$ cat config.mk
export PLATFORM = sky130hd
export DESIGN_NAME = stepper_output_decay_control
export DESIGN_NICKNAME = d
export VERILOG_FILES = /design/src/rtl/stepper_pkg.sv /design/src/rtl/thermal_guard.sv /design/src/rtl/bridge_decay_sequencer.sv /design/src/rtl/stepper_output_decay_control.sv
export SDC_FILE = /design/constraint.sdc
export NUM_CORES = 1
export LEC_CHECK = 0
export BUFFER_PORTS_ARGS = -buffer_cell sky130_fd_sc_hd__buf_2
export CAP_MARGIN = 20
export CORE_ASPECT_RATIO = 2
export CORE_MARGIN = 1
export CORE_UTILIZATION = 50
export DETAILED_ROUTE_END_ITERATION = 10
export PLACE_DENSITY = 0.78
export SYNTH_ARGS = -nofsm -noshare
export SYNTH_HDL_FRONTEND = slang
export SYNTH_SLANG_ARGS = --single-unit
$ cat constraint.sdc
create_clock -name pclk -period 13.4 [get_ports pclk]
set_input_delay 0 -clock pclk [delete_from_list [all_inputs] [get_ports pclk]]
set_output_delay 0 -clock pclk [all_outputs]
set_load 0.1 [all_outputs]
$ cat src/rtl/stepper_pkg.sv
// Purpose: Shared constants, types and translator functions for the stepper output control.
// Assumes: 32-bit APB, one aligned word per register, 125 MHz pclk.
// Notes: Each line below states one rule that the logic carries.
// Behaviour
// - Output enable low drives bridges; high turns every bridge transistor off.
// - Advance, direction and microstep selects work regardless of output enable.
// - Overtemperature or gate supply undervoltage disables outputs until it clears.
// - Supply lockout disables drivers and returns the translator to Home.
// - Sleep low turns off outputs, current regulator and charge pump.
// - Leaving sleep resumes operation and moves the translator to Home.
// - A step lowering winding current uses the decay mode from the fraction level.
// - Fraction level above 0.6 of logic supply selects slow decay.
// - Fraction level below 0.21 of logic supply selects fast decay.
// - Fraction level between thresholds selects mixed decay per the step sequence.
// - Mixed decay: at trip go fast until off-timer node reaches fraction level.
// - After the fast part, slow decay runs for the rest of the off-time.
// - During off-time the transistors of the chosen decay mode are switched on.
// - Rectifier disable low allows synchronous rectification during decay.
// - In active rectification, zero winding current turns rectification off.
// - Rectifier disable high never applies synchronous rectification.
// - Drivers off at about 165 C, back on after falling about 15 C.
// - Equal or higher next current level always uses slow decay.
// - Each advance rising edge moves translator one increment, updating both windings.
// - Reset low holds Home, disables outputs and ignores advance edges.
package stepper_pkg;
    // Register byte offsets.
    localparam logic [7:0] CTRL_OFS = 8'h00;
    localparam logic [7:0] STATUS_OFS = 8'h04;
    localparam logic [7:0] LEVEL_OFS = 8'h08;
    // Control field positions and reset value.
    localparam int CTRL_OEN_N_BIT = 0;
    localparam int CTRL_SLEEP_N_BIT = 1;
    localparam int CTRL_RESET_N_BIT = 2;
    localparam int CTRL_RECT_DIS_BIT = 3;
    localparam int CTRL_DIR_BIT = 4;
    localparam int CTRL_MS_LO_BIT = 5;
    localparam int CTRL_MS_HI_BIT = 6;
    localparam int CTRL_ADVANCE_BIT = 7;
    localparam logic [31:0] CTRL_RESET = 32'h0000_0017;
    localparam logic [31:0] CTRL_WMASK = 32'h0000_00FF;
    // Status field positions.
    localparam int ST_HOME_BIT = 0;
    localparam int ST_OUT_ON_BIT = 1;
    localparam int ST_HOT_BIT = 2;
    localparam int ST_GATE_LOW_BIT = 3;
    localparam int ST_LOCKOUT_BIT = 4;
    localparam int ST_WAKE_BIT = 5;
    localparam int ST_MODE1_POS = 8;
    localparam int ST_MODE2_POS = 10;
    localparam int ST_POS_POS = 16;
    localparam int LVL_NEG_BIT = 10;
    localparam int LVL_PH2_POS = 16;
    // Translator geometry: 64 sixteenth positions per electrical turn.
    localparam logic [5:0] HOME_POS = 6'h08;
    localparam logic [5:0] QUARTER_TURN = 6'h10;
    // Thermal shutdown in degrees C.
    localparam logic [7:0] TEMP_TRIP_C = 8'hA5;
    localparam logic [7:0] TEMP_HYST_C = 8'h0F;
    // Gate drive settling after wake.
    localparam int WAKE_TIME_US = 1000;
    localparam int CLK_FREQ_MHZ = 125;
    localparam int WAKE_CYCLES = WAKE_TIME_US * CLK_FREQ_MHZ;

    typedef enum logic [1:0] {DECAY_SLOW = 2'b00, DECAY_MIXED = 2'b01, DECAY_FAST = 2'b10} decay_t;
    typedef enum logic [3:0] {S_OFF = 4'b0001, S_DRIVE = 4'b0010, S_FAST = 4'b0100,
                              S_SLOW = 4'b1000} bridge_state_t;

    // Current magnitude in tenths of a percent of full trip, one entry per 5.625 degrees.
    function automatic logic [9:0] mag_table(input logic [4:0] k);
        case (k)
            5'h00: mag_table = 10'h3E8;
            5'h01: mag_table = 10'h3E3;
            5'h02: mag_table = 10'h3D5;
            5'h03: mag_table = 10'h3BD;
            5'h04: mag_table = 10'h39C;
            5'h05: mag_table = 10'h372;
            5'h06: mag_table = 10'h340;
            5'h07: mag_table = 10'h305;
            5'h08: mag_table = 10'h2C3;
            5'h09: mag_table = 10'h27A;
            5'h0A: mag_table = 10'h22C;
            5'h0B: mag_table = 10'h1D7;
            5'h0C: mag_table = 10'h17F;
            5'h0D: mag_table = 10'h122;
            5'h0E: mag_table = 10'h0C3;
            5'h0F: mag_table = 10'h062;
            default: mag_table = 10'h000;
        endcase
    endfunction

    // Cosine magnitude of a translator angle.
    function automatic logic [9:0] level_of(input logic [5:0] ang);
        level_of = mag_table(ang[4] ? 5'(5'h10 - {1'b0, ang[3:0]}) : {1'b0, ang[3:0]});
    endfunction

    // Cosine sign of a translator angle, high when negative.
    function automatic logic negative_of(input logic [5:0] ang);
        negative_of = (ang[5:4] == 2'b01 && ang[3:0] != 4'h0) || ang[5:4] == 2'b10;
    endfunction
endpackage

$ cat src/rtl/thermal_guard.sv
// Purpose: Thermal shutdown flag with hysteresis.
// Assumes: junction temperature arrives as an unsigned code in degrees C.
// Notes: Flag sets at the trip level and clears only at or below trip minus hysteresis.
`timescale 1ns/1ps
module thermal_guard
    import stepper_pkg::*;
(
    input wire logic pclk,
    input wire logic presetn,
    input wire logic [7:0] temp_c,
    output logic hot_q
);
    // Set at trip, hold through the hysteresis band, release once cooled.
    always_ff @(posedge pclk or negedge presetn)
    begin
        if (!presetn)
            hot_q <= 1'b0;
        else if (temp_c >= TEMP_TRIP_C)
            hot_q <= 1'b1;
        else if (temp_c <= 8'(TEMP_TRIP_C - TEMP_HYST_C))
            hot_q <= 1'b0;
    end
endmodule // thermal_guard

$ cat src/rtl/bridge_decay_sequencer.sv
// Purpose: Gate sequencing of one full bridge through drive and decay phases.
// Assumes: trip, off-timer and zero-current indications are synchronous comparator levels.
// Notes: gate bits are source A, sink A, source B, sink B from bit 0 upward.
`timescale 1ns/1ps
module bridge_decay_sequencer
    import stepper_pkg::*;
(
    input wire logic pclk,
    input wire logic presetn,
    input wire logic enable,
    input wire logic drive_neg,
    input decay_t mode,
    input wire logic rect_disable,
    input wire logic trip,
    input wire logic fraction_reached,
    input wire logic off_expired,
    input wire logic zero_current,
    output logic [3:0] gate_q
);
    bridge_state_t state_q, state_d;
    logic [3:0] drive;
    logic rect_ok;

    // Phase stepping: drive until trip, then decay for the fixed off-time.
    always_comb
    begin
        state_d = state_q;
        if (!enable)
            state_d = S_OFF;
        else
            case (state_q)
                S_OFF: state_d = S_DRIVE;
                S_DRIVE: if (trip) state_d = (mode == DECAY_SLOW) ? S_SLOW : S_FAST;
                S_FAST: if (off_expired) state_d = S_DRIVE;
                        else if (mode == DECAY_MIXED && fraction_reached) state_d = S_SLOW;
                S_SLOW: if (off_expired) state_d = S_DRIVE;
                default: state_d = S_OFF;
            endcase
    end

    assign drive = drive_neg ? 4'b0110 : 4'b1001;
    assign rect_ok = !rect_disable && !zero_current;

    always_ff @(posedge pclk or negedge presetn)
    begin
        if (!presetn)
            state_q <= S_OFF;
        else
            state_q <= state_d;
    end

    // Fast decay turns on the opposite diagonal, slow decay both sinks, when rectifying.
    always_ff @(posedge pclk or negedge presetn)
    begin
        if (!presetn)
            gate_q <= 4'h0;
        else
            case (state_d)
                S_DRIVE: gate_q <= drive;
                S_FAST: gate_q <= rect_ok ? ~drive : 4'h0;
                S_SLOW: gate_q <= rect_ok ? 4'b1010 : (drive & 4'b1010);
                default: gate_q <= 4'h0;
            endcase
    end
endmodule // bridge_decay_sequencer

$ cat src/rtl/stepper_output_decay_control.sv
// Purpose: Translator, decay selection and output gating of a two-bridge stepper driver.
// Assumes: APB slave with zero wait states; analog comparators arrive as synchronous levels.
// Notes: Read data is captured in the setup phase, so reads return the setup-cycle value.
`timescale 1ns/1ps
module stepper_output_decay_control
    import stepper_pkg::*;
#(
    parameter int WAKE_CYCLES_P = WAKE_CYCLES
)
(
    input wire logic pclk,
    input wire logic presetn,
    input wire logic [7:0] paddr,
    input wire logic psel,
    input wire logic penable,
    input wire logic pwrite,
    input wire logic [31:0] pwdata,
    output logic [31:0] prdata,
    output logic pready,
    output logic pslverr,
    input wire logic [1:0] decay_fraction_level,
    input wire logic supply_lockout,
    input wire logic gate_supply_rail_low,
    input wire logic [7:0] junction_temp_c,
    input wire logic [1:0] current_trip,
    input wire logic [1:0] off_timer_node_at_fraction,
    input wire logic [1:0] off_timer_expired,
    input wire logic [1:0] zero_current,
    output logic [3:0] bridge1_gate,
    output logic [3:0] bridge2_gate,
    output logic [9:0] phase1_level,
    output logic phase1_neg,
    output logic [9:0] phase2_level,
    output logic phase2_neg,
    output logic home,
    output logic charge_pump_on,
    output logic regulator_on
);
    logic [31:0] ctrl_q;
    logic [31:0] prdata_q;
    logic adv_prev_q;
    logic sleep_prev_q;
    logic [5:0] pos_q;
    logic [5:0] inc;
    logic [5:0] pos_next;
    decay_t mode1_q;
    decay_t mode2_q;
    decay_t fraction_code;
    logic [9:0] lvl1_q;
    logic [9:0] lvl2_q;
    logic neg1_q;
    logic neg2_q;
    logic [31:0] wake_cnt_q;
    logic wake_ready_q;
    logic hot;
    logic out_enable_n;
    logic sleep_n;
    logic run_n;
    logic rect_disable;
    logic direction;
    logic microstep_select_lo;
    logic microstep_select_hi;
    logic fault;
    logic outputs_on;
    logic wake_edge;
    logic go_home;
    logic step_edge;
    logic wr_en;
    logic rd_setup;
    logic mapped;

    // Control fields as seen by the datapath.
    assign out_enable_n = ctrl_q[CTRL_OEN_N_BIT];
    assign sleep_n = ctrl_q[CTRL_SLEEP_N_BIT];
    assign run_n = ctrl_q[CTRL_RESET_N_BIT];
    assign rect_disable = ctrl_q[CTRL_RECT_DIS_BIT];
    assign direction = ctrl_q[CTRL_DIR_BIT];
    assign microstep_select_lo = ctrl_q[CTRL_MS_LO_BIT];
    assign microstep_select_hi = ctrl_q[CTRL_MS_HI_BIT];

    // APB decode: three words, anything else errors and reads zero.
    assign mapped = paddr == CTRL_OFS || paddr == STATUS_OFS || paddr == LEVEL_OFS;
    assign wr_en = psel && penable && pwrite && paddr == CTRL_OFS;
    assign rd_setup = psel && !penable;
    assign pready = 1'b1;
    assign pslverr = psel && penable && !mapped;
    assign prdata = prdata_q;

    // Control register; only the low byte holds state.
    always_ff @(posedge pclk or negedge presetn)
    begin
        if (!presetn)
            ctrl_q <= CTRL_RESET;
        else if (wr_en)
            ctrl_q <= pwdata & CTRL_WMASK;
    end

    // Read data is sampled in the setup cycle so it comes from a flip-flop.
    always_ff @(posedge pclk or negedge presetn)
    begin
        if (!presetn)
            prdata_q <= 32'h0000_0000;
        else if (rd_setup)
        begin
            if (paddr == CTRL_OFS)
                prdata_q <= ctrl_q;
            else if (paddr == STATUS_OFS)
            begin
                prdata_q <= 32'h0000_0000;
                prdata_q[ST_HOME_BIT] <= home;
                prdata_q[ST_OUT_ON_BIT] <= outputs_on;
                prdata_q[ST_HOT_BIT] <= hot;
                prdata_q[ST_GATE_LOW_BIT] <= gate_supply_rail_low;
                prdata_q[ST_LOCKOUT_BIT] <= supply_lockout;
                prdata_q[ST_WAKE_BIT] <= wake_ready_q;
                prdata_q[ST_MODE1_POS +: 2] <= mode1_q;
                prdata_q[ST_MODE2_POS +: 2] <= mode2_q;
                prdata_q[ST_POS_POS +: 6] <= pos_q;
            end
            else if (paddr == LEVEL_OFS)
            begin
                prdata_q <= 32'h0000_0000;
                prdata_q[9:0] <= lvl1_q;
                prdata_q[LVL_NEG_BIT] <= neg1_q;
                prdata_q[LVL_PH2_POS +: 10] <= lvl2_q;
                prdata_q[LVL_PH2_POS + LVL_NEG_BIT] <= neg2_q;
            end
            else
                prdata_q <= 32'h0000_0000;
        end
    end

    // Edge history of the advance bit and of the sleep release.
    always_ff @(posedge pclk or negedge presetn)
    begin
        if (!presetn)
        begin
            adv_prev_q <= 1'b0;
            sleep_prev_q <= CTRL_RESET[CTRL_SLEEP_N_BIT];
        end
        else
        begin
            adv_prev_q <= ctrl_q[CTRL_ADVANCE_BIT];
            sleep_prev_q <= sleep_n;
        end
    end

    // Home is forced by lockout, by the reset bit, and on leaving sleep.
    assign wake_edge = sleep_n && !sleep_prev_q;
    assign go_home = supply_lockout || !run_n || wake_edge;
    // Advance works whatever the output enable says.
    assign step_edge = ctrl_q[CTRL_ADVANCE_BIT] && !adv_prev_q && !go_home;

    // Increment size from the microstep selects; direction picks the sign.
    always_comb
    begin
        case ({microstep_select_hi, microstep_select_lo})
            2'b00: inc = 6'h10;
            2'b01: inc = 6'h08;
            2'b10: inc = 6'h04;
            default: inc = 6'h01;
        endcase
        pos_next = direction ? 6'(pos_q + inc) : 6'(pos_q - inc);
    end

    // Comparator code; the unused code is read as mixed.
    assign fraction_code = (decay_fraction_level == DECAY_FAST) ? DECAY_FAST :
                           (decay_fraction_level == DECAY_SLOW) ? DECAY_SLOW : DECAY_MIXED;

    // Translator position.
    always_ff @(posedge pclk or negedge presetn)
    begin
        if (!presetn)
            pos_q <= HOME_POS;
        else if (go_home)
            pos_q <= HOME_POS;
        else if (step_edge)
            pos_q <= pos_next;
    end

    // Decay choice per bridge, taken at each step from the level trend.
    always_ff @(posedge pclk or negedge presetn)
    begin
        if (!presetn)
        begin
            mode1_q <= DECAY_MIXED;
            mode2_q <= DECAY_MIXED;
        end
        else if (go_home)
        begin
            mode1_q <= DECAY_MIXED;
            mode2_q <= DECAY_MIXED;
        end
        else if (step_edge)
        begin
            if (level_of(pos_next) < level_of(pos_q))
                mode1_q <= fraction_code;
            else
                mode1_q <= DECAY_SLOW;
            if (level_of(6'(pos_next - QUARTER_TURN)) < level_of(6'(pos_q - QUARTER_TURN)))
                mode2_q <= fraction_code;
            else
                mode2_q <= DECAY_SLOW;
        end
    end

    // Winding levels and polarities follow the position one cycle later.
    always_ff @(posedge pclk or negedge presetn)
    begin
        if (!presetn)
        begin
            lvl1_q <= 10'h000;
            lvl2_q <= 10'h000;
            neg1_q <= 1'b0;
            neg2_q <= 1'b0;
        end
        else
        begin
            lvl1_q <= level_of(pos_q);
            lvl2_q <= level_of(6'(pos_q - QUARTER_TURN));
            neg1_q <= negative_of(pos_q);
            neg2_q <= negative_of(6'(pos_q - QUARTER_TURN));
        end
    end

    assign phase1_level = lvl1_q;
    assign phase2_level = lvl2_q;
    assign phase1_neg = neg1_q;
    assign phase2_neg = neg2_q;
    assign home = pos_q == HOME_POS;

    // Gate drive settle indication after leaving sleep.
    always_ff @(posedge pclk or negedge presetn)
    begin
        if (!presetn)
        begin
            wake_cnt_q <= 32'h0000_0000;
            wake_ready_q <= 1'b0;
        end
        else if (!sleep_n)
        begin
            wake_cnt_q <= 32'h0000_0000;
            wake_ready_q <= 1'b0;
        end
        else if (wake_cnt_q < 32'(WAKE_CYCLES_P))
            wake_cnt_q <= wake_cnt_q + 32'h0000_0001;
        else
            wake_ready_q <= 1'b1;
    end

    thermal_guard u_thermal (
        .pclk(pclk),
        .presetn(presetn),
        .temp_c(junction_temp_c),
        .hot_q(hot)
    );

    // Faults, lockout, sleep, reset and the enable pin all gate the bridges.
    assign fault = hot || gate_supply_rail_low;
    assign outputs_on = !out_enable_n && sleep_n && run_n && !fault && !supply_lockout;
    assign charge_pump_on = sleep_n;
    assign regulator_on = sleep_n;

    bridge_decay_sequencer u_bridge1 (
        .pclk(pclk),
        .presetn(presetn),
        .enable(outputs_on),
        .drive_neg(neg1_q),
        .mode(mode1_q),
        .rect_disable(rect_disable),
        .trip(current_trip[0]),
        .fraction_reached(off_timer_node_at_fraction[0]),
        .off_expired(off_timer_expired[0]),
        .zero_current(zero_current[0]),
        .gate_q(bridge1_gate)
    );

    bridge_decay_sequencer u_bridge2 (
        .pclk(pclk),
        .presetn(presetn),
        .enable(outputs_on),
        .drive_neg(neg2_q),
        .mode(mode2_q),
        .rect_disable(rect_disable),
        .trip(current_trip[1]),
        .fraction_reached(off_timer_node_at_fraction[1]),
        .off_expired(off_timer_expired[1]),
        .zero_current(zero_current[1]),
        .gate_q(bridge2_gate)
    );
endmodule // stepper_output_decay_control

# Word level (Yosys, flattened, before mapping)
# Memory sizes are Yosys's and may differ from the RTL's.
# Index checks and enable logic that the tools add are counted.
dict set report word_totals {
  rom_bits 960
  out_inout_bits 67
  n_memories 6
  in_bits 65
  wordCells 175
  regBits 124
}
dict set report op_classes {
  addsub 9
  n_eq_ne 28
  reduce_logical 46
  muxes 61
  magnitude_cmp 5
  bitwise 2
}
# memory depth word_bits read_ports rd_clocked_by_memory_dff write_ports line_no
set memory_table {}
lappend memory_table {{(no name shown)} 16 10 1 0 0 stepper_pkg.sv:70} ;# case (k)
lappend memory_table {{(no name shown)} 16 10 1 0 0 stepper_pkg.sv:70}
lappend memory_table {{(no name shown)} 16 10 1 0 0 stepper_pkg.sv:70}
lappend memory_table {{(no name shown)} 16 10 1 0 0 stepper_pkg.sv:70}
lappend memory_table {{(no name shown)} 16 10 1 0 0 stepper_pkg.sv:70}
lappend memory_table {{(no name shown)} 16 10 1 0 0 stepper_pkg.sv:70}
# operator n
set op_table {}
lappend op_table {{$mux 10} 14}
lappend op_table {{$mux 32} 4}
lappend op_table {{$mux 4} 18}
lappend op_table {{$add 32x1->32 const B} 1}
lappend op_table {{$lt 32x17->1 const B} 1}
lappend op_table {{$pmux 4 s4} 2}
lappend op_table {{$mux 27} 1}
lappend op_table {{$pmux 4 s3} 2}
lappend op_table {{$lt 10x10->1} 2}
lappend op_table {{$mux 5} 4}
lappend op_table {{$sub 5x4->5 const A} 4}
lappend op_table {{$logic_and 1x1->1} 18}
lappend op_table {{$mux 6} 3}
lappend op_table {{$eq 4x2->1 const B} 4}
lappend op_table {{$eq 4x3->1 const B} 4}
lappend op_table {{$eq 4x4->1 const B} 4}
lappend op_table {{$pmux 5 s3} 1}
lappend op_table {{$mux 2} 7}
lappend op_table {{$logic_not 1->1} 12}
lappend op_table {{$eq 2x1->1 const B} 5}
lappend op_table {{$eq 2x2->1 const B} 4}
lappend op_table {{$eq 4x1->1 const B} 2}
lappend op_table {{$eq 8x3->1 const B} 1}
lappend op_table {{$eq 8x4->1 const B} 1}
lappend op_table {{16 further kinds} 32}

# Logic depth before layout (Yosys ltp)
# Gate-level depths: netlist of run 1.
# An unclocked memory read counts as a cell.
dict set report logic_depth {
  depth_word 15
  ltp_mapped 21
}

# Cells and area by module
# From an unflattened synthesis of run 1, not the netlist that was laid out.
dict set report hier_totals {
  hier_cells 849
  hier_area_um2 7707.4
}
# module seq_area_each_um2 instances cells_each area_each_um2
set modules_own_cells {}
lappend modules_own_cells {stepper_output_decay_control 2462.4 1 732 6581.3}
lappend modules_own_cells {bridge_decay_sequencer 201.4 2 53 520.5}
lappend modules_own_cells {thermal_guard 25.0 1 11 85.1}

# Worst setup path after synthesis of run 1
# Ideal clock, no wire load.
dict set report synth_path {
  path_kind {reg-to-reg}
  from {reg ctrl_q[5]}
  to {reg mode1_q[1]}
  setup_ps 122
  arrival_ps 4708
  path_stages_with_launch 19
  required_ps 13278
  n_path_buf 0
  slack_ps 8570
  path_cell_list {dfrtp_1 -> and2_1 -> ha_1 -> fa_1 -> a21o_1 -> a211oi_4 -> nor2_2 -> o21ai_0 -> inv_1 -> ha_1 -> mux4_2 -> nor2_1 -> ha_1 -> a211oi_1 -> o21ai_0 -> o2111a_1 -> nor3_1 -> or4_1 -> a32o_1}
}
dict set report synth_between {
  elab_chain_len 14
}
# element line_no
set synth_rtl {}
lappend synth_rtl {{from (decl)} stepper_output_decay_control.sv:39} ;# logic [31:0] ctrl_q;
lappend synth_rtl {{from (signal assigned)} stepper_output_decay_control.sv:95} ;# ctrl_q <= pwdata & CTRL_WMASK;
lappend synth_rtl {{$eq 2x2->1, or another cell as far along} stepper_output_decay_control.sv:157} ;# case ({microstep_select_hi, microstep_select_lo})
lappend synth_rtl {{$pmux 5 s3 (*)} stepper_output_decay_control.sv:157}
lappend synth_rtl {{$sub 6x6->6 or $add 6x6->6 (tied branches)} stepper_output_decay_control.sv:163} ;# pos_next = direction ? 6'(pos_q + inc) : 6'(pos_q - inc);
lappend synth_rtl {{$mux 6 (*)} stepper_output_decay_control.sv:163}
lappend synth_rtl {{$sub 5x4->5} stepper_pkg.sv:93} ;# level_of = mag_table(ang[4] ? 5'(5'h10 - {1'b0, ang[3:0]}) : {1'b0, ang[3:0]});
lappend synth_rtl {{$mux 5 (*)} stepper_pkg.sv:93}
lappend synth_rtl {{$mem_v2 16x10} --}
lappend synth_rtl {{$mux 10 (*)} stepper_pkg.sv:70}
lappend synth_rtl {{$mux 10 (*)} stepper_output_decay_control.sv:194} ;# else if (step_edge)
lappend synth_rtl {{$mux 10 (*)} stepper_output_decay_control.sv:189} ;# else if (go_home)
lappend synth_rtl {{$lt 10x10->1 (*)} stepper_output_decay_control.sv:196} ;# if (level_of(pos_next) < level_of(pos_q))
lappend synth_rtl {{$mux 2 (*)} stepper_output_decay_control.sv:196}
lappend synth_rtl {{$mux 2 (*)} stepper_output_decay_control.sv:194}
lappend synth_rtl {{$mux 2 (*)} stepper_output_decay_control.sv:189}
lappend synth_rtl {{to (signal assigned)} stepper_output_decay_control.sv:197} ;# mode1_q <= fraction_code;
lappend synth_rtl {{to (decl)} stepper_output_decay_control.sv:46} ;# decay_t mode1_q;
# Every way passes the cells marked *; elsewhere a longest branch is shown, timed or not. The select of a mux whose other input is x is not followed.
# A chain may end at the register's enable or synchronous reset.

# Worst setup path after layout of run 1
dict set report layout_path {
  from {reg pos_q[0]}
  to {reg mode2_q[0]}
}
dict set report layout_between {
  elab_chain_len 13
}
# element line_no
set layout_rtl {}
lappend layout_rtl {{from (decl)} stepper_output_decay_control.sv:43} ;# logic [5:0] pos_q;
lappend layout_rtl {{from (signal assigned)} stepper_output_decay_control.sv:178} ;# pos_q <= pos_next;
lappend layout_rtl {{$sub 6x6->6 or $add 6x6->6 (tied branches)} stepper_output_decay_control.sv:163}
lappend layout_rtl {{$mux 6} stepper_output_decay_control.sv:163}
lappend layout_rtl {{$sub 5x5->5} stepper_output_decay_control.sv:200} ;# if (level_of(6'(pos_next - QUARTER_TURN)) < level_of(6'(pos_q - QUARTER_TURN)))
lappend layout_rtl {{$sub 5x4->5} stepper_pkg.sv:93}
lappend layout_rtl {{$mux 5} stepper_pkg.sv:93}
lappend layout_rtl {{$mem_v2 16x10} --}
lappend layout_rtl {{$mux 10} stepper_pkg.sv:70}
lappend layout_rtl {{$mux 10} stepper_output_decay_control.sv:194}
lappend layout_rtl {{$mux 10} stepper_output_decay_control.sv:189}
lappend layout_rtl {{$lt 10x10->1 (*)} stepper_output_decay_control.sv:200}
lappend layout_rtl {{$mux 2 (*)} stepper_output_decay_control.sv:200}
lappend layout_rtl {{$mux 2 (*)} stepper_output_decay_control.sv:194}
lappend layout_rtl {{$mux 2 (*)} stepper_output_decay_control.sv:189}
lappend layout_rtl {{to (signal assigned)} stepper_output_decay_control.sv:201} ;# mode2_q <= fraction_code;
lappend layout_rtl {{to (decl)} stepper_output_decay_control.sv:47} ;# decay_t mode2_q;
# Marked as above.

==> metrics, run 1 <==
CP Max Fanout=13; Ports=132; dpl hpwl=14200 um; die area=15400 um2; Pleak=4.32 nW; via count=6414; PwrDens=98.3 nW/um2; PortBufs=97; Max Cap Viol=0; post-cts repair resize count=0; Sinks on Clock Net=115; most frequent cells in the layout=dfrtp_1, buf_2, nand2_1, nor2_1, inv_1; area of the multi-input gates=4180 um2; Crit Path Class=flip-flop to flip-flop; dpl cell area=8050 um2; first-pass GRT wire length=30900 um; First-pass DRT Iterations=5; Clock Latency Late Sink=400 ps; Placed Cells=1078; ys flop type=dfrtp_1; register area=2890 um2; async set-reset flop share out of synthesis=1.00; Synth top area share=0.354; largest net degree at the start of global routing=65; synthesis-stage register bit count=115; nets@finish=1045; clock root buffer=clkbuf_16; skew final=7.20 ps; Final Wtd Congestion=0.906; Final ANT Viol Nets=0; Detailed Route WL=19100 um; chip width=88.2 um; final setup fails=0; Mapped Avg Cell Area=9.14 um2; GRT Overall Usage=0.259; post-CTS setup buffers=0; Final Hold Fails=0; Worst Max-Slew Pin Slew=970 ps; final cycle utilization of the critical path=0.457; DR iter-0 viols=427; Mapped Cells=813; Mapped Area=7430 um2; Worst Slack Setup Final=7280 ps; area delta synth->final=18.8%; Non-Filler Instances=1129; via-per-instance ratio=5.68; peak supply drop=0.0662 mV; commonest non-fill, non-tap cell in the layout=dfrtp_1; Fin Setup TNS=0 ps; drt drc=0; status=finished, final reports clean; fill cell count=1227; Clock Path Buffers=2; initial antenna violation count=0; Distinct cells, synth=72; Post-synth EDFFs=0; TritonCTS clock tree=done; Final Util=0.612; top post-synthesis cells by area=dfrtp_1, ha_1, nand2_1; Die Ht=174 um; Min-Delay Path Class=primary input to flip-flop; design area=8830 um2; Antenna Cells=0; worst slack at placement=7310 ps; Worst setup EP type=flip-flop; Clock transition at path regs=50 ps; CTS Hold Bufs=18; CTS buffer count=17; slew margin rel.=0.349; Congestion Overflow GR=0; final-report max-slew violation count=0; number of global-route vias before repair=6567; Final Critical Period=6120 ps; Startpoint Class=flip-flop; row count=62; Synth area leader=dfrtp_1; core footprint=14400 um2; synth warn=0; RSZ-0062 raised after global routing=false; Starting Density=0.515; Critical Path AT=6470 ps; Peak Freq=0.163 GHz; fraction of layout cells with a size suffix above 1=0.189; H-tree level count=4; WL per Instance=16.9 um; WP data required=13740 ps; register area share after synthesis=0.389
-- area by class of cell --
type | instances | share of cell area
multi-input cells | 612 | 0.474
flip-flops and latches | 115 | 0.327
repair buffers | 121 | 0.0805
clock buffers | 22 | 0.0549
well taps | 192 | 0.0272
inverters | 58 | 0.0247
clock inverters | 9 | 0.0118
-- through the flow --
stage          hold slack [ps]  power (mW)
4_1_cts                   63.9       0.873
5_1_grt                   68.6       0.894
2_1_floorplan             -296       0.404
3_3_place_gp              69.3       0.423
3_5_place_dp              74.6       0.425
6_report                  75.0       0.868
-- state kept, by name, indices dropped and copies added (netlist names), 2 cells and up --
register,count
wake_cnt_q,32
prdata,23
phase1_level,10
phase2_level,10
ctrl_q,8
pos_q,6
u_bridge1.gate_q,4
u_bridge1.state_q,4
u_bridge2.gate_q,4
u_bridge2.state_q,4
mode1_q,2
mode2_q,2
-- power breakdown --
part           leakage, nW  switching, mW  internal, mW
Sequential            1.52        0.00155         0.349
Clock                0.288          0.153         0.291
Combinational         2.52         0.0497        0.0225
Total                 4.32          0.205         0.663
-- critical path: stages, from the launching register on --
cell and delay, ps:
dfrtp_1 580, ha_1 330, fa_1 500, a211oi_2 370, nor3b_4 120, nor2_2 330
mux2_2 450, inv_1 190, ha_1 350, nand2_1 90, a311oi_1 320, ha_1 300
and3_1 170, a221o_1 300, a311oi_1 410, a21oi_1 80, o2111a_1 160, nor4_1 770
a31o_1 250
-- synth_stat cells, types with 15 or more instances --
master / count
ha_1: 54
o21ai_0: 48
xnor2_1: 19
nand2_1: 84
and2_1: 32
mux2i_1: 16
a211oi_1: 15
inv_1: 58
clkbuf_1: 24
nor3_1: 25
nand3_1: 16
nor2_1: 71
a21oi_1: 34
dfrtp_1: 105
-- layer usage --
| layer | track usage | vias up | share of wire |
|---|---|---|---|
| met5 | 0 | - | 0 |
| met4 | 0.152 | 0 | 0.054 |
| met3 | 0.0380 | 67 | 0.033 |
| met2 | 0.483 | 212 | 0.56 |
| met1 | 0.257 | 3071 | 0.35 |
| li1 | - | 3064 | - |
-- cell families (layout without fill, tap and decap cells) --
family          Yosys count  count (layout)  share of synthesized area
flops                   115             115                      0.389
fa+ha+maj                56              56                     0.0950
other cells               2              10                    0.00101
compound gates          185             185                      0.169
simple gates            298             298                      0.200
buf+inv                  94             210                     0.0532
mux                      28              28                     0.0443
xor+xnor                 35              35                     0.0488
-- final timing paths --
path,start,end,slack (ps),cells after the start
worst min-delay path,paddr[2],prdata[0]$_DFFE_PN0P_,70,3
worst min register to register,prdata[6]$_DFFE_PN0P_,prdata[6]$_DFFE_PN0P_,470,2
max in group asynchronous,presetn,adv_prev_q$_DFF_PN0_,11990,3
worst max-delay path,pos_q[0]$_DFFE_PN0P_,mode2_q[0]$_DFFE_PN1P_,7280,18
worst max register to register,pos_q[0]$_DFFE_PN0P_,mode2_q[0]$_DFFE_PN1P_,7280,18
min in group asynchronous,presetn,phase2_level[9]$_DFF_PN0_,180,2
No activity file was read; power rests on OpenSTA's default activity.
==> inputs of run 2 (changes only) <==
--- a/config.mk
+++ b/config.mk
@@ -11,7 +11,7 @@
 export CORE_MARGIN = 1
 export CORE_UTILIZATION = 50
 export DETAILED_ROUTE_END_ITERATION = 10
-export PLACE_DENSITY = 0.78
+export PLACE_DENSITY = 0.8
 export SYNTH_ARGS = -nofsm -noshare
 export SYNTH_HDL_FRONTEND = slang
 export SYNTH_SLANG_ARGS = --single-unit
==> constraint.sdc (replaced) <==
create_clock -name pclk -period 5.3 [get_ports pclk]
set_input_delay 0 -clock pclk [delete_from_list [all_inputs] [get_ports pclk]]
set_output_delay 0 -clock pclk [all_outputs]
set_load 0.1 [all_outputs]
==> run 2 against run 1 <==
Against the previous run: clock skew rose by 0.92 ps; register-to-register slack got worse by 7000 ps; cell count rose by 2.2%; final area rose by 2.0%; worst setup slack got worse by 7000 ps; via count rose by 1.9%; sequential share of layout area fell by 0.65 points; maximum frequency rose by 21%; flip-flop and latch count did not move; first-iteration DRC count rose by 10%; critical endpoint unchanged.
==> metrics, run 2 (synthesis results as in run 1) <==
Worst Max-Slew Pin Slew=931 ps (was 970 ps); chip width=88.2 um (unchanged); Placed Cells=1104 (was 1078); via count=6536 (was 6414); Sw Pwr=0.573 mW (was 0.205 mW); drt drc=0 (unchanged); CTS buffer count=17 (unchanged); max FFs per register=32 (unchanged); Largest Register=wake_cnt_q (unchanged); final-report max-slew violation count=0 (unchanged); final setup fails=0 (unchanged); Startpoint Class=flip-flop (unchanged); core footprint=14400 um2 (unchanged); initial antenna violation count=0 (unchanged); clock power share=0.493 (was 0.512); Crit Path Class=flip-flop to flip-flop (unchanged); die area=15400 um2 (unchanged); slew margin rel.=0.375 (was 0.349); Antenna Cells=0 (unchanged); Peak Freq=0.198 GHz (was 0.163 GHz); most frequent cells in the layout=dfrtp_1, buf_2, nand2_1, nor2_1, inv_1 (unchanged); nets@finish=1069 (was 1045); RSZ-0062 raised after global routing=false (unchanged); Logic pwr share=0.090 (was 0.083); First-pass DRT Iterations=5 (unchanged); Switching Share=0.270 (was 0.236); skew final=8.12 ps (was 7.20 ps); Internal Power=1.55 mW (was 0.663 mW); Final Critical Period=5040 ps (was 6120 ps); Min-Delay Path Class=primary input to flip-flop (unchanged); Sinks on Clock Net=115 (unchanged); DR iter-0 viols=470 (was 427); Worst setup EP type=flip-flop (unchanged); first-pass GRT wire length=30700 um (was 30900 um); Pleak=4.43 nW (was 4.32 nW); clock root buffer=clkbuf_16 (unchanged); CP Max Fanout=11 (was 13); via-per-instance ratio=5.66 (was 5.68); fill cell count=1225 (was 1227); post-CTS setup buffers=0 (unchanged); peak supply drop=0.224 mV (was 0.0662 mV); Critical Path AT=5410 ps (was 6470 ps); Clock Path Buffers=2 (unchanged); H-tree level count=4 (unchanged); Starting Density=0.515 (unchanged); area delta synth->final=21.2% (was 18.8%); TritonCTS clock tree=done (unchanged); status=finished, final reports clean (unchanged); dpl hpwl=14200 um (about the same); Clock transition at path regs=60 ps (was 50 ps); Ports=132 (unchanged); WP data required=5660 ps (was 13740 ps); WL per Instance=16.5 um (was 16.9 um); register share of total power=0.417 (was 0.404); Max Cap Viol=0 (unchanged); commonest non-fill, non-tap cell in the layout=dfrtp_1 (unchanged); Die Ht=174 um (unchanged); Detailed Route WL=19000 um (was 19100 um); row count=62 (unchanged); final cycle utilization of the critical path=0.952 (was 0.457); Final Wtd Congestion=0.950 (was 0.906); Final Hold Fails=0 (unchanged); number of global-route vias before repair=6518 (was 6567); Final ANT Viol Nets=0 (unchanged); fraction of layout cells with a size suffix above 1=0.215 (was 0.189); design area=9000 um2 (was 8830 um2); Non-Filler Instances=1154 (was 1129); PwrDens=236 nW/um2 (was 98.3 nW/um2); Overall Power=2.13 mW (was 0.868 mW); dpl cell area=8240 um2 (was 8050 um2); Congestion Overflow GR=0 (unchanged); largest net degree at the start of global routing=68 (was 65); PortBufs=97 (unchanged); final hold slack=48.8 ps (was 75.0 ps); GRT Overall Usage=0.260 (was 0.259); Fin Setup TNS=0 ps (unchanged); Clock Latency Late Sink=420 ps (was 400 ps)
run 2: path summary, 6_finish.rpt:
path,startpoint,endpoint,slack [ps],cells after the start
max,ctrl_q[6]$_DFFE_PN0P_,mode2_q[0]$_DFFE_PN1P_,260,22
min,paddr[2],prdata[4]$_DFFE_PN0P_,50,3
max reg2reg,ctrl_q[6]$_DFFE_PN0P_,mode2_q[0]$_DFFE_PN1P_,260,22
min reg2reg,prdata[26]$_DFFE_PN0P_,prdata[26]$_DFFE_PN0P_,470,2
max in group asynchronous,presetn,phase1_level[8]$_DFF_PN0_,3930,3
min in group asynchronous,presetn,wake_cnt_q[14]$_DFFE_PN0P_,210,2
run 2: per-stage QoR:
stage,utilization,setup slack [ps]
2_1_floorplan,-,470
3_3_place_gp,0.571,180
3_5_place_dp,0.571,60.4
4_1_cts,0.621,50.8
5_1_grt,0.624,15.3
6_report,0.624,256
run 2: timing repair:
item,in CTS,in global routing
endpoints found under the hold margin,87,0
setup endpoints to repair,0,4
gates resized for setup,0,8
hold buffers,18,0
run 2: worst max-delay path, cell delays in order, from the launching register on:
cell and delay [ps]:
dfrtp_1 430, and2_1 180, ha_1 210, fa_2 570, inv_1 60, ha_1 250
nor2b_1 170, nor4b_1 340, a211oi_1 100, buf_4 200, nor2_1 90, a21oi_1 40
a211oi_1 410, ha_1 340, a41oi_1 180, o21ai_0 130, a311oi_1 300, buf_4 170
a21oi_1 40, o2111a_1 170, nor4_2 270, buf_4 180, a31o_1 140
run 2: layer usage:
metal	track usage	routed length [um]	vias up
met5	0	0	-
met4	0.189	1190	0
met3	0.0456	671	77
met2	0.472	10400	216
met1	0.252	6720	3124
li1	-	-	3119
run 2: cell type report:
type	instances	area [um2]	area share
clock buffers	17	425	0.0472
multi-input cells	612	4220	0.468
well taps	192	240	0.0267
clock inverters	15	123	0.0136
repair buffers	145	893	0.0992
flip-flops and latches	115	2890	0.321
inverters	58	218	0.0242
run 2: power groups by stage:
stage	registers (mW)	logic (mW)	clock network, mW
after global placement	0.902	0.175	0
after CTS	0.886	0.189	1.06
after global routing	0.887	0.208	1.10
after detailed placement	0.902	0.178	0
final	0.886	0.191	1.05
after floorplan	0.912	0.111	0
==> inputs of run 3 (changes only) <==
--- a/config.mk
+++ b/config.mk
@@ -10,8 +10,9 @@
 export CORE_ASPECT_RATIO = 2
 export CORE_MARGIN = 1
 export CORE_UTILIZATION = 50
+export CTS_CLUSTER_SIZE = 10
 export DETAILED_ROUTE_END_ITERATION = 10
-export PLACE_DENSITY = 0.8
+export PLACE_DENSITY = 0.78
 export SYNTH_ARGS = -nofsm -noshare
 export SYNTH_HDL_FRONTEND = slang
 export SYNTH_SLANG_ARGS = --single-unit
==> constraint.sdc (replaced) <==
create_clock -name pclk -period 6.03 [get_ports pclk]
set_input_delay 0 -clock pclk [delete_from_list [all_inputs] [get_ports pclk]]
set_output_delay 0 -clock pclk [all_outputs]
set_load 0.1 [all_outputs]
==> run 3 against run 2 <==
Against the previous run: final area down 0.92%; combinational power down 13%; worst setup slack better by 100 ps; utilization down 0.57 points; sequential share of layout area up 0.30 points; critical path type unchanged; largest power group unchanged.
==> metrics, run 3 (synthesis results as in run 1) <==
H-tree level count=4 (unchanged); Hold Path Stages=3 (unchanged); row count=62 (unchanged); critical-path cell list=and2_1 > ha_1 > fa_1 > a211oi_2 > nor3b_4 > nor2_2 > mux2_2 > inv_1 > ha_1 > a21oi_1 > a211oi_1 > ha_1 > a41oi_1 > o21ai_0 > a311oi_1 > a21oi_1 > o2111a_1 > nor4_1 > buf_4 > a31o_1 (was and2_1 > ha_1 > fa_2 > inv_1 > ha_1 > nor2b_1 > nor4b_1 > a211oi_1 > buf_4 > nor2_1 > a21oi_1 > a211oi_1 > ha_1 > a41oi_1 > o21ai_0 > a311oi_1 > buf_4 > a21oi_1 > o2111a_1 > nor4_2 > buf_4 > a31o_1); Overall Power=1.96 mW (was 2.13 mW); CP Max Fanout=9 (was 11); dpl hpwl=13900 um (was 14200 um); Max Cap Viol=0 (unchanged); Slowest-stage cell, CP=fa_1 (was fa_2); number of global-route vias before repair=6324 (was 6518); register area=2890 um2 (unchanged); Final Hold Fails=0 (unchanged); post-cts repair resize count=0 (unchanged); nets@finish=1053 (was 1069); final setup fails=0 (unchanged); R2R setup slack=360 ps (was 260 ps); Non-Filler Instances=1138 (was 1154); CTS buffer count=17 (unchanged); r2r worst-path depth=20 (was 22); via count=6502 (was 6536); worst path bufs/invs=2 (was 4); Detailed Route WL=19100 um (was 19000 um); initial antenna violation count=0 (unchanged); skew final=8.31 ps (was 8.12 ps); Max stage delay on crit path=510 ps (was 570 ps); WHS Endpoint=prdata[4]$_DFFE_PN0P_ (unchanged); Min-Delay Path Class=primary input to flip-flop (unchanged); Die Ht=174 um (unchanged); slew margin rel.=0.378 (was 0.375); Starting Density=0.515 (unchanged); Final Wtd Congestion=0.948 (was 0.950); die area=15400 um2 (unchanged); min-delay src=paddr[2] (unchanged); Largest Register=wake_cnt_q (unchanged); DR iter-0 viols=431 (was 470); post-CTS setup buffers=0 (unchanged); via-per-instance ratio=5.71 (was 5.66); Final ANT Viol Nets=0 (unchanged); WP data required=6390 ps (was 5660 ps); first-pass GRT wire length=30400 um (was 30700 um); GRT Overall Usage=0.258 (was 0.260); status=finished, final reports clean (unchanged); most frequent cells in the layout=dfrtp_1, buf_2, nand2_1, nor2_1, inv_1 (unchanged); Peak Freq=0.176 GHz (was 0.198 GHz); drt drc=0 (unchanged); reg2reg end=mode2_q[0]$_DFFE_PN1P_ (unchanged); Crit Path Class=flip-flop to flip-flop (unchanged); design area=8920 um2 (was 9000 um2); Final Critical Period=5670 ps (was 5040 ps); CTS Hold Bufs=18 (unchanged); dpl cell area=8110 um2 (was 8240 um2); Clock transition at path regs=60 ps (about the same); Clock Latency Late Sink=420 ps (about the same); Ports=132 (unchanged); RR Startpoint=ctrl_q[5]$_DFFE_PN0P_ (was ctrl_q[6]$_DFFE_PN0P_); Congestion Overflow GR=0 (unchanged); First-pass DRT Iterations=5 (unchanged); Placed Cells=1086 (was 1104); Final Util=0.618 (was 0.624); cell family with most CP delay=compound AO/OA/AOI/OAI gates (unchanged); largest net degree at the start of global routing=81 (was 68); final-report max-slew violation count=0 (unchanged); commonest non-fill, non-tap cell in the layout=dfrtp_1 (unchanged); chip width=88.2 um (unchanged); Sinks on Clock Net=115 (unchanged); Worst Max-Slew Pin Slew=927 ps (was 931 ps); RSZ-0062 raised after global routing=false (unchanged); max FFs per register=32 (unchanged); core footprint=14400 um2 (unchanged); PortBufs=97 (unchanged); peak supply drop=0.145 mV (was 0.224 mV); Fin Setup TNS=0 ps (unchanged); area of the multi-input gates=4180 um2 (was 4220 um2); clock root buffer=clkbuf_16 (unchanged); crit-path most repeated cell=ha_1; Antenna Cells=0 (unchanged); Clock Path Buffers=2 (unchanged); Critical Path AT=6030 ps (was 5410 ps); fill cell count=1248 (was 1225); PwrDens=220 nW/um2 (was 236 nW/um2); Pleak=4.36 nW (was 4.43 nW); fraction of layout cells with a size suffix above 1=0.196 (was 0.215); Worst setup EP type=flip-flop (unchanged); WL per Instance=16.7 um (was 16.5 um); Startpoint Class=flip-flop (unchanged); area delta synth->final=20.1% (was 21.2%); final cycle utilization of the critical path=0.941 (was 0.952); TritonCTS clock tree=done (unchanged)
-- run 3: changes by cell type in the layout (fill, tap and decap cells not counted), moves of 2 or more --
cell,change
bufinv_16,+3
clkbuf_1,+2
buf_4,-18
inv_6,-6
-- run 3: per-layer routing --
layer | vias to the layer above | global-route usage | wire length (um)
li1 | 3099 | - | -
met1 | 3106 | 0.266 | 6750
met2 | 220 | 0.464 | 10400
met3 | 77 | 0.0380 | 766
met4 | 0 | 0.169 | 1170
met5 | - | 0 | 0
-- run 3: worst max-delay path by stage --
stage | start | end | slack (ps) | cells after the start
after CTS | ctrl_q[5]$_DFFE_PN0P_ | mode2_q[0]$_DFFE_PN1P_ | 400 | 20
after floorplan | ctrl_q[5]$_DFFE_PN0P_ | mode1_q[1]$_DFFE_PN0P_ | 1200 | 18
after global routing | ctrl_q[5]$_DFFE_PN0P_ | mode2_q[0]$_DFFE_PN1P_ | 20 | 20
after detailed placement | ctrl_q[5]$_DFFE_PN0P_ | mode2_q[0]$_DFFE_PN1P_ | 450 | 20
final | ctrl_q[5]$_DFFE_PN0P_ | mode2_q[0]$_DFFE_PN1P_ | 360 | 20
after global placement | ctrl_q[5]$_DFFE_PN0P_ | mode2_q[0]$_DFFE_PN1P_ | 590 | 20
-- run 3: tightest hold or removal path, cell delays in order --
cell and delay [ps]:
buf_2 160, o21ai_0 170, a22o_1 120
-- run 3: area by class of cell --
type                            count  share of cell area
Clock inverter                     12              0.0175
Sequential cell                   115               0.324
Timing Repair Buffer              129              0.0886
Tap cell                          192              0.0269
Inverter                           58              0.0244
Multi-Input combinational cell    612               0.469
Clock buffer                       20              0.0501
-- run 3: power breakdown --
group          internal, mW  total (mW)  switching, mW
Combinational        0.0541       0.167          0.112
Clock                 0.660        1.02          0.356
Sequential            0.776       0.779        0.00335
Total                  1.49        1.96          0.472
-- run 3: per-stage QoR --
| step | setup WS, ps | hold WS [ps] |
|---|---|---|
| 2_1_floorplan | 1200 | -296 |
| 3_3_place_gp | 590 | -27.0 |
| 3_5_place_dp | 448 | -21.5 |
| 4_1_cts | 399 | 57.1 |
| 5_1_grt | 16.3 | 90.4 |
| 6_report | 356 | 70.0 |
